===== config.mk =====
export PLATFORM = sky130hd
export DESIGN_NAME = epdcd_decoder
export DESIGN_NICKNAME = d
export VERILOG_FILES = /design/src/rtl/epdcd_decoder.v /design/src/rtl/epdcd_update_seq.v
export VERILOG_INCLUDE_DIRS = /design/src /design/src/rtl
export SDC_FILE = /design/constraint.sdc
export NUM_CORES = 1
export LEC_CHECK = 0
export BUFFER_PORTS_ARGS = -buffer_cell sky130_fd_sc_hd__buf_4
export CORE_MARGIN = 5
export CORE_UTILIZATION = 45
export CTS_CLUSTER_DIAMETER = 60
export DETAILED_ROUTE_END_ITERATION = 7
export SYNTH_ARGS = -nofsm -noshare
export SYNTH_HDL_FRONTEND = slang
export SYNTH_SLANG_ARGS = --single-unit

===== constraint.sdc =====
create_clock -name core_clk -period 7.9 [get_ports core_clk]
set_input_delay 0.79 -clock core_clk [delete_from_list [all_inputs] [get_ports core_clk]]
set_output_delay 0.79 -clock core_clk [all_outputs]
set_load 0.005 [all_outputs]

===== src/rtl/epdcd_defs.vh =====
// Constants of the display driver command decoder
`ifndef EPDCD_DEFS_VH
`define EPDCD_DEFS_VH

// Bus address: command byte or parameter byte
`define EPDCD_ADDR_CMD          1'b0
`define EPDCD_ADDR_DATA         1'b1

// Command codes
`define EPDCD_CMD_GATE          8'h01
`define EPDCD_CMD_SLEEP         8'h10
`define EPDCD_CMD_SOFT_REINIT   8'h12
`define EPDCD_CMD_HV_INIT       8'h14
`define EPDCD_CMD_SUPPLY_INIT   8'h15
`define EPDCD_CMD_TEMP_SEL      8'h18
`define EPDCD_CMD_ACTIVATE      8'h20
`define EPDCD_CMD_UPDATE_OPT    8'h22
`define EPDCD_CMD_STATUS        8'h2f
`define EPDCD_CMD_NONE          8'h00

// Reset values
`define EPDCD_GATE_LINES_RST    9'h107
`define EPDCD_SCAN_OPT_RST      3'h0
`define EPDCD_SLEEP_RST         2'h0
`define EPDCD_TEMP_SEL_RST      8'h48
`define EPDCD_UPDATE_OPT_RST    8'hff

// Parameter values
`define EPDCD_SLEEP_LEVEL1      2'h1
`define EPDCD_SLEEP_LEVEL2      2'h3
`define EPDCD_TEMP_INTERNAL     8'h80

// Status byte field positions
`define EPDCD_ST_HV_BIT         5
`define EPDCD_ST_SUPPLY_BIT     4
`define EPDCD_ST_BUSY_BIT       2

// Update option stage bits
`define EPDCD_OPT_CLK_ON        7
`define EPDCD_OPT_ANA_ON        6
`define EPDCD_OPT_TEMP_LOAD     3
`define EPDCD_OPT_DISPLAY       2
`define EPDCD_OPT_ANA_OFF       1
`define EPDCD_OPT_CLK_OFF       0

// Timing
`define EPDCD_CLK_MHZ           100
`define EPDCD_SOFT_REINIT_NS    2000
`define EPDCD_SOFT_REINIT_CYC   ((`EPDCD_SOFT_REINIT_NS * `EPDCD_CLK_MHZ + 999) / 1000)
`define EPDCD_STAGE_NS          500
`define EPDCD_STAGE_CYC         ((`EPDCD_STAGE_NS * `EPDCD_CLK_MHZ + 999) / 1000)
`define EPDCD_DISPLAY_CYC       20000

`endif


===== src/rtl/epdcd_decoder.v =====
// Command decoder of the display driver
`timescale 1ns/10ps
`include "epdcd_defs.vh"

// Notes on behaviour
// - Select level routes byte: command or parameter
// - Sleep mode: 00 normal, 01 level1, 11 level2
// - Accepted sleep holds busy high while asleep
// - Soft reinit restores defaults except sleep setting
// - Busy stays high during soft reinit
// - Soft reinit leaves image RAM untouched
// - Command 18 selects temperature source, default 48h
// - Source 80h selects the internal sensor
// - Command 20 runs the enabled update stages
// - Command 22 sets stage enables, default FFh
// - Option 80 clock on only; 01 off only
// - F7: clock, analog, display, analog off, osc off
// - FF adds temperature load before display
// - Command 2F returns one status byte
// - Status bit 5: high voltage not ready
// - Status bit 4: supply below detect level
// - Status bit 2 mirrors busy; bit 3 zero
// - Status bits 1:0 carry chip id
// - Flags valid only after commands 14 and 15
module epdcd_decoder #(
	parameter [1:0] CHIP_ID        = 2'h2,
	parameter       SOFT_CYCLES    = `EPDCD_SOFT_REINIT_CYC,
	parameter       STAGE_CYCLES   = `EPDCD_STAGE_CYC,
	parameter       DISPLAY_CYCLES = `EPDCD_DISPLAY_CYC
) (
	input  wire       core_clk,
	input  wire       reset_n,
	input  wire       bus_addr,
	input  wire [7:0] bus_wdata,
	input  wire       bus_wr,
	input  wire       bus_rd,
	output reg  [7:0] bus_rdata,
	input  wire       hv_not_ready,
	input  wire       supply_low,
	output wire       busy,
	output reg  [8:0] gate_lines_q,
	output reg  [2:0] scan_opt_q,
	output reg  [1:0] sleep_control_setting_q,
	output wire       deep_sleep,
	output reg  [7:0] temp_sel_q,
	output wire       temp_internal,
	output reg  [7:0] update_sequence_setting_q,
	output wire       osc_enable,
	output wire       analog_enable,
	output wire       temp_load,
	output wire       display_run,
	output reg        ram_wr_q,
	output reg  [7:0] ram_wdata_q
);

	localparam ST_IDLE   = 2'h0;
	localparam ST_REINIT = 2'h1;
	localparam ST_UPDATE = 2'h2;
	localparam ST_SLEEP  = 2'h3;

	reg  [1:0]  state_q;
	reg  [1:0]  state_d;
	reg  [7:0]  cmd_q;
	reg  [1:0]  param_idx_q;
	reg  [31:0] reinit_cnt_q;
	reg         hv_valid_q;
	reg         supply_valid_q;
	reg         seq_start;
	wire        seq_busy;
	wire        cmd_wr;
	wire        data_wr;
	wire [7:0]  status_byte;
	wire        accept;
	reg         seq_start_q;
	wire        is_soft;
	wire        is_activate;
	wire        is_hv_init;
	wire        is_supply_init;
	wire        first_param;
	wire        gate_p0;
	wire        gate_p1;
	wire        gate_p2;
	wire        sleep_p0;
	wire        temp_p0;
	wire        opt_p0;
	wire        sleep_entry;

	// Commands and parameters are taken only while idle
	assign accept  = (state_q == ST_IDLE);
	assign cmd_wr  = bus_wr && accept && (bus_addr == `EPDCD_ADDR_CMD);
	assign data_wr = bus_wr && accept && (bus_addr == `EPDCD_ADDR_DATA);

	// Command strobes, one per decoded code
	assign is_soft        = cmd_wr && (bus_wdata == `EPDCD_CMD_SOFT_REINIT);
	assign is_activate    = cmd_wr && (bus_wdata == `EPDCD_CMD_ACTIVATE);
	assign is_hv_init     = cmd_wr && (bus_wdata == `EPDCD_CMD_HV_INIT);
	assign is_supply_init = cmd_wr && (bus_wdata == `EPDCD_CMD_SUPPLY_INIT);

	// Parameter strobes; the index saturates so extra bytes fall through
	assign first_param = data_wr && (param_idx_q == 2'h0);
	assign gate_p0     = first_param && (cmd_q == `EPDCD_CMD_GATE);
	assign gate_p1     = data_wr && (param_idx_q == 2'h1) && (cmd_q == `EPDCD_CMD_GATE);
	assign gate_p2     = data_wr && (param_idx_q == 2'h2) && (cmd_q == `EPDCD_CMD_GATE);
	assign sleep_p0    = first_param && (cmd_q == `EPDCD_CMD_SLEEP);
	assign temp_p0     = first_param && (cmd_q == `EPDCD_CMD_TEMP_SEL);
	assign opt_p0      = first_param && (cmd_q == `EPDCD_CMD_UPDATE_OPT);

	// Only the two sleep levels leave normal operation; value 10 is kept but inert
	assign sleep_entry = sleep_p0 &&
	                     ((bus_wdata[1:0] == `EPDCD_SLEEP_LEVEL1) ||
	                      (bus_wdata[1:0] == `EPDCD_SLEEP_LEVEL2));

	assign busy = (state_q != ST_IDLE);
	assign deep_sleep = (state_q == ST_SLEEP);
	assign temp_internal = (temp_sel_q == `EPDCD_TEMP_INTERNAL);

	// Status byte layout
	assign status_byte = {2'b00,
	                      hv_valid_q & hv_not_ready,
	                      supply_valid_q & supply_low,
	                      1'b0,
	                      busy,
	                      CHIP_ID};

	// Next operating state
	always @* begin
		state_d   = state_q;
		seq_start = 1'b0;
		case (state_q)
			ST_IDLE: begin
				if (is_soft) begin
					state_d = ST_REINIT;
				end else if (is_activate) begin
					state_d   = ST_UPDATE;
					seq_start = 1'b1;
				end else if (sleep_entry) begin
					state_d = ST_SLEEP;
				end
			end
			ST_REINIT: begin
				if (reinit_cnt_q + 32'h1 >= SOFT_CYCLES)
					state_d = ST_IDLE;
			end
			ST_UPDATE: begin
				// The sequencer sees start in the entry cycle; wait for it to finish
				if (!seq_busy && !seq_start_q)
					state_d = ST_IDLE;
			end
			ST_SLEEP: begin
				state_d = ST_SLEEP;
			end
			default: state_d = ST_IDLE;
		endcase
	end

	always @(posedge core_clk or negedge reset_n) begin
		if (!reset_n) begin
			state_q     <= ST_IDLE;
			seq_start_q <= 1'b0;
		end else begin
			state_q     <= state_d;
			seq_start_q <= seq_start;
		end
	end

	// Soft reinit duration; cleared whenever the state is left
	always @(posedge core_clk or negedge reset_n) begin
		if (!reset_n) begin
			reinit_cnt_q <= 32'h0;
		end else if (state_q == ST_REINIT) begin
			reinit_cnt_q <= reinit_cnt_q + 32'h1;
		end else begin
			reinit_cnt_q <= 32'h0;
		end
	end

	// Current command and parameter position
	always @(posedge core_clk or negedge reset_n) begin
		if (!reset_n) begin
			cmd_q       <= `EPDCD_CMD_NONE;
			param_idx_q <= 2'h0;
		end else if (cmd_wr) begin
			cmd_q       <= bus_wdata;
			param_idx_q <= 2'h0;
		end else if (data_wr && param_idx_q != 2'h3) begin
			param_idx_q <= param_idx_q + 2'h1;
		end
	end

	// Gate line count, low byte then top bit
	always @(posedge core_clk or negedge reset_n) begin
		if (!reset_n) begin
			gate_lines_q <= `EPDCD_GATE_LINES_RST;
		end else if (is_soft) begin
			gate_lines_q <= `EPDCD_GATE_LINES_RST;
		end else if (gate_p0) begin
			gate_lines_q[7:0] <= bus_wdata;
		end else if (gate_p1) begin
			gate_lines_q[8] <= bus_wdata[0];
		end
	end

	// Gate scan options, third gate parameter
	always @(posedge core_clk or negedge reset_n) begin
		if (!reset_n) begin
			scan_opt_q <= `EPDCD_SCAN_OPT_RST;
		end else if (is_soft) begin
			scan_opt_q <= `EPDCD_SCAN_OPT_RST;
		end else if (gate_p2) begin
			scan_opt_q <= bus_wdata[2:0];
		end
	end

	// Sleep setting; soft reinit leaves it alone on purpose
	always @(posedge core_clk or negedge reset_n) begin
		if (!reset_n) begin
			sleep_control_setting_q <= `EPDCD_SLEEP_RST;
		end else if (sleep_p0) begin
			sleep_control_setting_q <= bus_wdata[1:0];
		end
	end

	// Temperature source select
	always @(posedge core_clk or negedge reset_n) begin
		if (!reset_n) begin
			temp_sel_q <= `EPDCD_TEMP_SEL_RST;
		end else if (is_soft) begin
			temp_sel_q <= `EPDCD_TEMP_SEL_RST;
		end else if (temp_p0) begin
			temp_sel_q <= bus_wdata;
		end
	end

	// Update stage enables, captured by the sequencer at activation
	always @(posedge core_clk or negedge reset_n) begin
		if (!reset_n) begin
			update_sequence_setting_q <= `EPDCD_UPDATE_OPT_RST;
		end else if (is_soft) begin
			update_sequence_setting_q <= `EPDCD_UPDATE_OPT_RST;
		end else if (opt_p0) begin
			update_sequence_setting_q <= bus_wdata;
		end
	end

	// Detection flags mean nothing until the host has initiated them
	always @(posedge core_clk or negedge reset_n) begin
		if (!reset_n) begin
			hv_valid_q     <= 1'b0;
			supply_valid_q <= 1'b0;
		end else if (is_soft) begin
			hv_valid_q     <= 1'b0;
			supply_valid_q <= 1'b0;
		end else begin
			if (is_hv_init)
				hv_valid_q <= 1'b1;
			if (is_supply_init)
				supply_valid_q <= 1'b1;
		end
	end

	// Image data bytes pass through untouched by soft reinit
	always @(posedge core_clk or negedge reset_n) begin
		if (!reset_n) begin
			ram_wr_q    <= 1'b0;
			ram_wdata_q <= 8'h0;
		end else begin
			ram_wr_q <= data_wr && (cmd_q != `EPDCD_CMD_GATE) &&
			            (cmd_q != `EPDCD_CMD_SLEEP) &&
			            (cmd_q != `EPDCD_CMD_TEMP_SEL) &&
			            (cmd_q != `EPDCD_CMD_UPDATE_OPT) &&
			            (cmd_q != `EPDCD_CMD_NONE);
			if (data_wr)
				ram_wdata_q <= bus_wdata;
		end
	end

	// Read data one cycle after the strobe; status only after command 2F
	always @(posedge core_clk or negedge reset_n) begin
		if (!reset_n) begin
			bus_rdata <= 8'h0;
		end else if (bus_rd && bus_addr == `EPDCD_ADDR_DATA &&
		             cmd_q == `EPDCD_CMD_STATUS) begin
			bus_rdata <= status_byte;
		end else begin
			bus_rdata <= 8'h0;
		end
	end

	// Update stages follow the option captured at activation
	epdcd_update_seq #(
		.STAGE_CYCLES   (STAGE_CYCLES),
		.DISPLAY_CYCLES (DISPLAY_CYCLES)
	) u_seq (
		.core_clk    (core_clk),
		.reset_n     (reset_n),
		.start       (seq_start),
		.option      (update_sequence_setting_q),
		.clk_on_q    (osc_enable),
		.analog_on_q (analog_enable),
		.temp_load_q (temp_load),
		.display_q   (display_run),
		.busy        (seq_busy)
	);

endmodule // epdcd_decoder


===== src/rtl/epdcd_update_seq.v =====
// Display update stage sequencer
`timescale 1ns/10ps
`include "epdcd_defs.vh"

module epdcd_update_seq #(
	parameter STAGE_CYCLES   = `EPDCD_STAGE_CYC,
	parameter DISPLAY_CYCLES = `EPDCD_DISPLAY_CYC
) (
	input  wire       core_clk,
	input  wire       reset_n,
	input  wire       start,
	input  wire [7:0] option,
	output reg        clk_on_q,
	output reg        analog_on_q,
	output reg        temp_load_q,
	output reg        display_q,
	output wire       busy
);

	localparam ST_IDLE = 1'b0;
	localparam ST_RUN  = 1'b1;

	reg        state_q;
	reg [2:0]  stage_q;
	reg [31:0] timer_q;
	reg [7:0]  opt_q;
	reg        stage_en;
	reg [31:0] stage_len;

	assign busy = (state_q == ST_RUN);

	// Stage order: clock on, analog on, temp load, display, analog off, clock off
	always @* begin
		stage_en  = 1'b0;
		stage_len = STAGE_CYCLES;
		case (stage_q)
			3'd0: stage_en = opt_q[`EPDCD_OPT_CLK_ON];
			3'd1: stage_en = opt_q[`EPDCD_OPT_ANA_ON];
			3'd2: stage_en = opt_q[`EPDCD_OPT_TEMP_LOAD];
			3'd3: begin
				stage_en  = opt_q[`EPDCD_OPT_DISPLAY];
				stage_len = DISPLAY_CYCLES;
			end
			3'd4: stage_en = opt_q[`EPDCD_OPT_ANA_OFF];
			3'd5: stage_en = opt_q[`EPDCD_OPT_CLK_OFF];
			default: stage_en = 1'b0;
		endcase
	end

	always @(posedge core_clk or negedge reset_n) begin
		if (!reset_n) begin
			state_q     <= ST_IDLE;
			stage_q     <= 3'h0;
			timer_q     <= 32'h0;
			opt_q       <= 8'h0;
			clk_on_q    <= 1'b0;
			analog_on_q <= 1'b0;
			temp_load_q <= 1'b0;
			display_q   <= 1'b0;
		end else begin
			temp_load_q <= 1'b0;
			case (state_q)
				ST_IDLE: begin
					if (start) begin
						state_q <= ST_RUN;
						stage_q <= 3'h0;
						timer_q <= 32'h0;
						opt_q   <= option;
					end
				end
				ST_RUN: begin
					if (!stage_en || timer_q + 32'h1 >= stage_len) begin
						timer_q   <= 32'h0;
						display_q <= 1'b0;
						if (stage_q == 3'd5)
							state_q <= ST_IDLE;
						else
							stage_q <= stage_q + 3'h1;
					end else begin
						timer_q <= timer_q + 32'h1;
					end
					if (stage_en && timer_q == 32'h0) begin
						case (stage_q)
							3'd0: clk_on_q    <= 1'b1;
							3'd1: analog_on_q <= 1'b1;
							3'd2: temp_load_q <= 1'b1;
							3'd3: display_q   <= (stage_len > 32'h1);
							3'd4: analog_on_q <= 1'b0;
							3'd5: clk_on_q    <= 1'b0;
							default: clk_on_q <= clk_on_q;
						endcase
					end
				end
				default: state_q <= ST_IDLE;
			endcase
		end
	end

endmodule // epdcd_update_seq


==> results summary <==
Setup repair after global routing left no endpoint under its margin. The sum of internal, switching and leakage power came out at 1.81 mW. The clock-pin slew on the worst setup and hold paths came out at 0.06 ns.

For this run, the register share of the synthesized area comes to 0.468. For this run, the total global-route usage over all layers was measured as 0.198. The startpoint of the worst register-to-register path is u_seq.timer_q[0].

Global routing finished with a remaining overflow of 0. In this run the power density over the cells is 212 nW/um^2. TritonCTS built the clock tree.

The detailed-route wire length per cell came out at 16.8 um. The total half-perimeter wirelength after legalization and detailed placement came out at 12,200 um. For this design, the slowest cell found on the critical path is dfrtp_1. The synthesized netlist contains 68 unique library cells.

For this run, the post-layout net count is 853. The area growth from synthesis to final layout is 16.6%. The final wirelength is 17,600 um. The worst clock skew is 0.0166 ns. The number of hold buffers added after CTS came out at 0. Summing over every cut layer, the via total after detailed routing is 5,944.

The endpoint identified for the worst register-to-register timing path is u_seq.timer_q[13]. The number of hold violations in the final report came out at 0. The starting DRC count in detailed routing is 507. Port buffering added 64 buffers. The core region is 15,900 um^2. For this run, design rule violations remaining after detail routing come to 0. The clock sink count is 136. The number of global-route vias before repair is 5,814. The worst path required time came out at 8.26 ns. The H-tree depth is 4. The die footprint came out at 18,900 um^2. The top achievable clock speed came out at 237 MHz. The average cell area after synthesis came out at 9.47 um^2. The kind of launch point of the worst setup path is a flip-flop. Entering global routing, the biggest net connects 72 pins. In the synthesized netlist, the number of instances is 772. The count of final max-slew check failures was 0. In this run the register-to-register setup slack is 3.68 ns. The critical setup path kind is flip-flop to flip-flop. The analysis attributes to cell leakage a power of 3.87 nW.

The number of rows created at floorplan is 46. Measured against its own limit, the worst slew margin works out to 0.243. For the finished layout, the period the worst path requires is 4.22 ns. The multi-input combinational cells in the finished layout cover a total of 3600 um^2. The number of buffers added for setup after CTS came out at 0. After routing, the total negative slack on setup checks comes to 0 ns.

The signal on the critical path passes through ha_1 -> nand3_1 -> nor2_1 -> nand2_1 -> nor2_1 -> xor2_1 -> ha_1 -> a21o_1 -> a21o_1 -> o41a_1 -> o31ai_1 -> nand4_1 -> nor4_2 -> buf_4 -> and2_1 -> a221o_1. The worst-case clock buffer depth came out at 2. The non-filler instance count after layout came out at 1,049.

The final weighted congestion in routability-driven placement is 0.887. The count of final setup violators came out at 0. The clock reaches the later pin of the worst-skew pair after 0.42 ns. Dividing the final minimum period by the clock period gives 0.534. The category of the worst setup path capture point is a flip-flop. The worst path arrival time is 4.58 ns. The width of the die came out at 137 um. Once detail routing completed, the nets flagged for antenna violations numbered 0. The proportion of synthesized flip-flops having asynchronous set or reset is 1.00. The pin slew with the least headroom to its limit came out at 1.14 ns. The reported max-cap violation count came out at 0. The number of iterations in the first detailed-routing pass came out at 5.

The maximum resistive drop on vdd came out at 0.190 mV. The most used flip-flop cell after synthesis is dfrtp_1. The starting utilization of the core area came out at 0.460. The first global-routing pass estimated 29,700 um of wire.

The die height came out at 137 um. The number of cells in the design after placement is 1,017. The number of antenna violations at the first check in global routing is 0. The yosys synthesis warning count came out at 0. TritonCTS created 17 clock buffers. Measured in cells, the most critical reg-to-reg path has a length of 16.

The diode insertion count for antenna repair came out at 0. The number of filler instances in the final layout came out at 1,482. Pin placement for this block handled 69 I/O pins. The flow ran to the end, and the final reports show no timing, DRC or antenna violations. The fraction of layout cells with a size suffix above 1 is 0.181. In this run the clock root is driven by a clkbuf_16. On the worst path, the slowest cell contributes a delay of 0.48 ns. The synthesized cell area came out at 7310 um^2. The number of gates given a new drive strength after cts is 0. The storage element area came out at 3420 um^2. The routed via count divided by cell count is 5.67. After synthesis the netlist holds a flip-flop and latch count of 136. The min-delay analysis places its worst path in the category primary input to async pin. Along the worst path, the maximum fanout reaches 21. The number of synthesized flops with an enable pin came out at 0.
[cells in the mapped netlist, drive strengths merged (19+ instances only)]
master  number  area [um^2]
a21oi       24          120
nand2       81          304
xnor2       22          193
inv         28          105
nor2        79          297
nor3        21          105
dfrtp      122         3050
nand4       22          144
mux2        24          270
nand3       44          225
and2        19          119
nor4        19          125
o21ai       31          155
clkbuf      33          126
[registers in the layout, summed over array words and instances (netlist names), 2 cells and up]
| name | flops |
|---|---|
| ram_wdata_q | 8 |
| update_sequence_setting_q | 8 |
| u_seq.opt_q | 6 |
| gate_lines_q | 9 |
| u_seq.timer_q | 32 |
| cmd_q | 8 |
| param_idx_q | 2 |
| scan_opt_q | 3 |
| reinit_cnt_q | 32 |
| temp_sel_q | 8 |
| u_seq.stage_q | 3 |
| sleep_control_setting_q | 2 |
| bus_rdata | 4 |
| state_q | 2 |
[placed cells by master (no fill, tap or decap), types with 4 or more instances in the layout]
cell       instances
inv_6              5
o211ai_1           5
nor2_1            79
xnor2_1           22
nor3_1            21
nand2b_1           4
nor3b_1            4
o2111ai_1          4
conb_1             4
o21ai_0           31
xor2_1            17
nand3_1           43
inv_1             28
ha_1              18
a22o_1             5
dfstp_2           14
a21oi_1           24
nand4_1           21
mux2i_1           18
and4_1            10
a31oi_1           10
dfrtp_1          122
clkbuf_16         17
buf_4             70
nand2_1           81
mux2_2            24
or3_1              6
and2_1            19
nor4_1            18
and3_1            14
[critical path, delay by kind of cell, from the launching register on]
family	cells	cell delay (ns)
AOI/OAI and AO/OA	5	0.92
xor gates and xnor gates	1	0.24
adders and majority gates	2	0.68
buffers and inverters	1	0.27
DFF	1	0.48
and+or+nand+nor	7	1.56
[cell families (layout without fill, tap and decap cells)]
family | Yosys count | count (layout) | share of synthesized area
adder cells (fa/ha/maj) | 18 | 18 | 0.0308
other | 1 | 4 | 0.000513
multiplexers | 42 | 42 | 0.0616
XOR/XNOR | 39 | 39 | 0.0467
flip-flops | 136 | 136 | 0.468
AO/OA/AOI/OAI | 116 | 116 | 0.105
buffers and inverters | 73 | 131 | 0.0425
AND/OR/NAND/NOR | 347 | 347 | 0.245
[worst max path at each step]
stage               slack [ns]  depth (start not counted)                end              from
finish                    3.68                         16  u_seq.timer_q[13]  u_seq.timer_q[0]
global route              3.26                         16  u_seq.timer_q[13]  u_seq.timer_q[0]
CTS                       3.69                         16   u_seq.timer_q[6]  u_seq.timer_q[0]
detailed placement        3.73                         16  u_seq.timer_q[13]  u_seq.timer_q[0]
global placement          3.84                         16  u_seq.timer_q[12]  u_seq.timer_q[0]
floorplan                 4.24                         17   u_seq.timer_q[9]  u_seq.timer_q[0]
[where the power goes]
group	switching [mW]	internal, mW	total (mW)
clock	0.329	0.474	0.803
sequential	0.0584	0.745	0.803
combinational	0.109	0.0925	0.202
total	0.497	1.31	1.81
[layer usage]
metal / vias to the layer above / global-route usage / share of wire
met5: - / 0 / 0
met4: 0 / 0.0565 / 0.012
met3: 16 / 0.0467 / 0.051
met2: 152 / 0.301 / 0.46
met1: 2933 / 0.283 / 0.48
li1: 2843 / - / -
[metrics by stage]
step                      setup WS, ns  hold slack [ns]  utilization  area, um^2
final                             3.68            0.350        0.536        8520
after global routing              3.26            0.419        0.536        8520
after CTS                         3.69            0.374        0.536        8520
after detailed placement          3.73            0.464        0.499        7930
after global placement            3.84            0.459        0.499        7930
after floorplan                   4.24            0.448            -        7320
[layout make-up]
cell class | count | area share
Timing Repair Buffer | 71 | 0.0630
Clock inverter | 14 | 0.0191
Inverter | 28 | 0.0123
Clock buffer | 18 | 0.0504
Sequential cell | 136 | 0.401
Multi-Input combinational cell | 566 | 0.422
Tap cell | 216 | 0.0317
(Power assumes the default switching activity.)
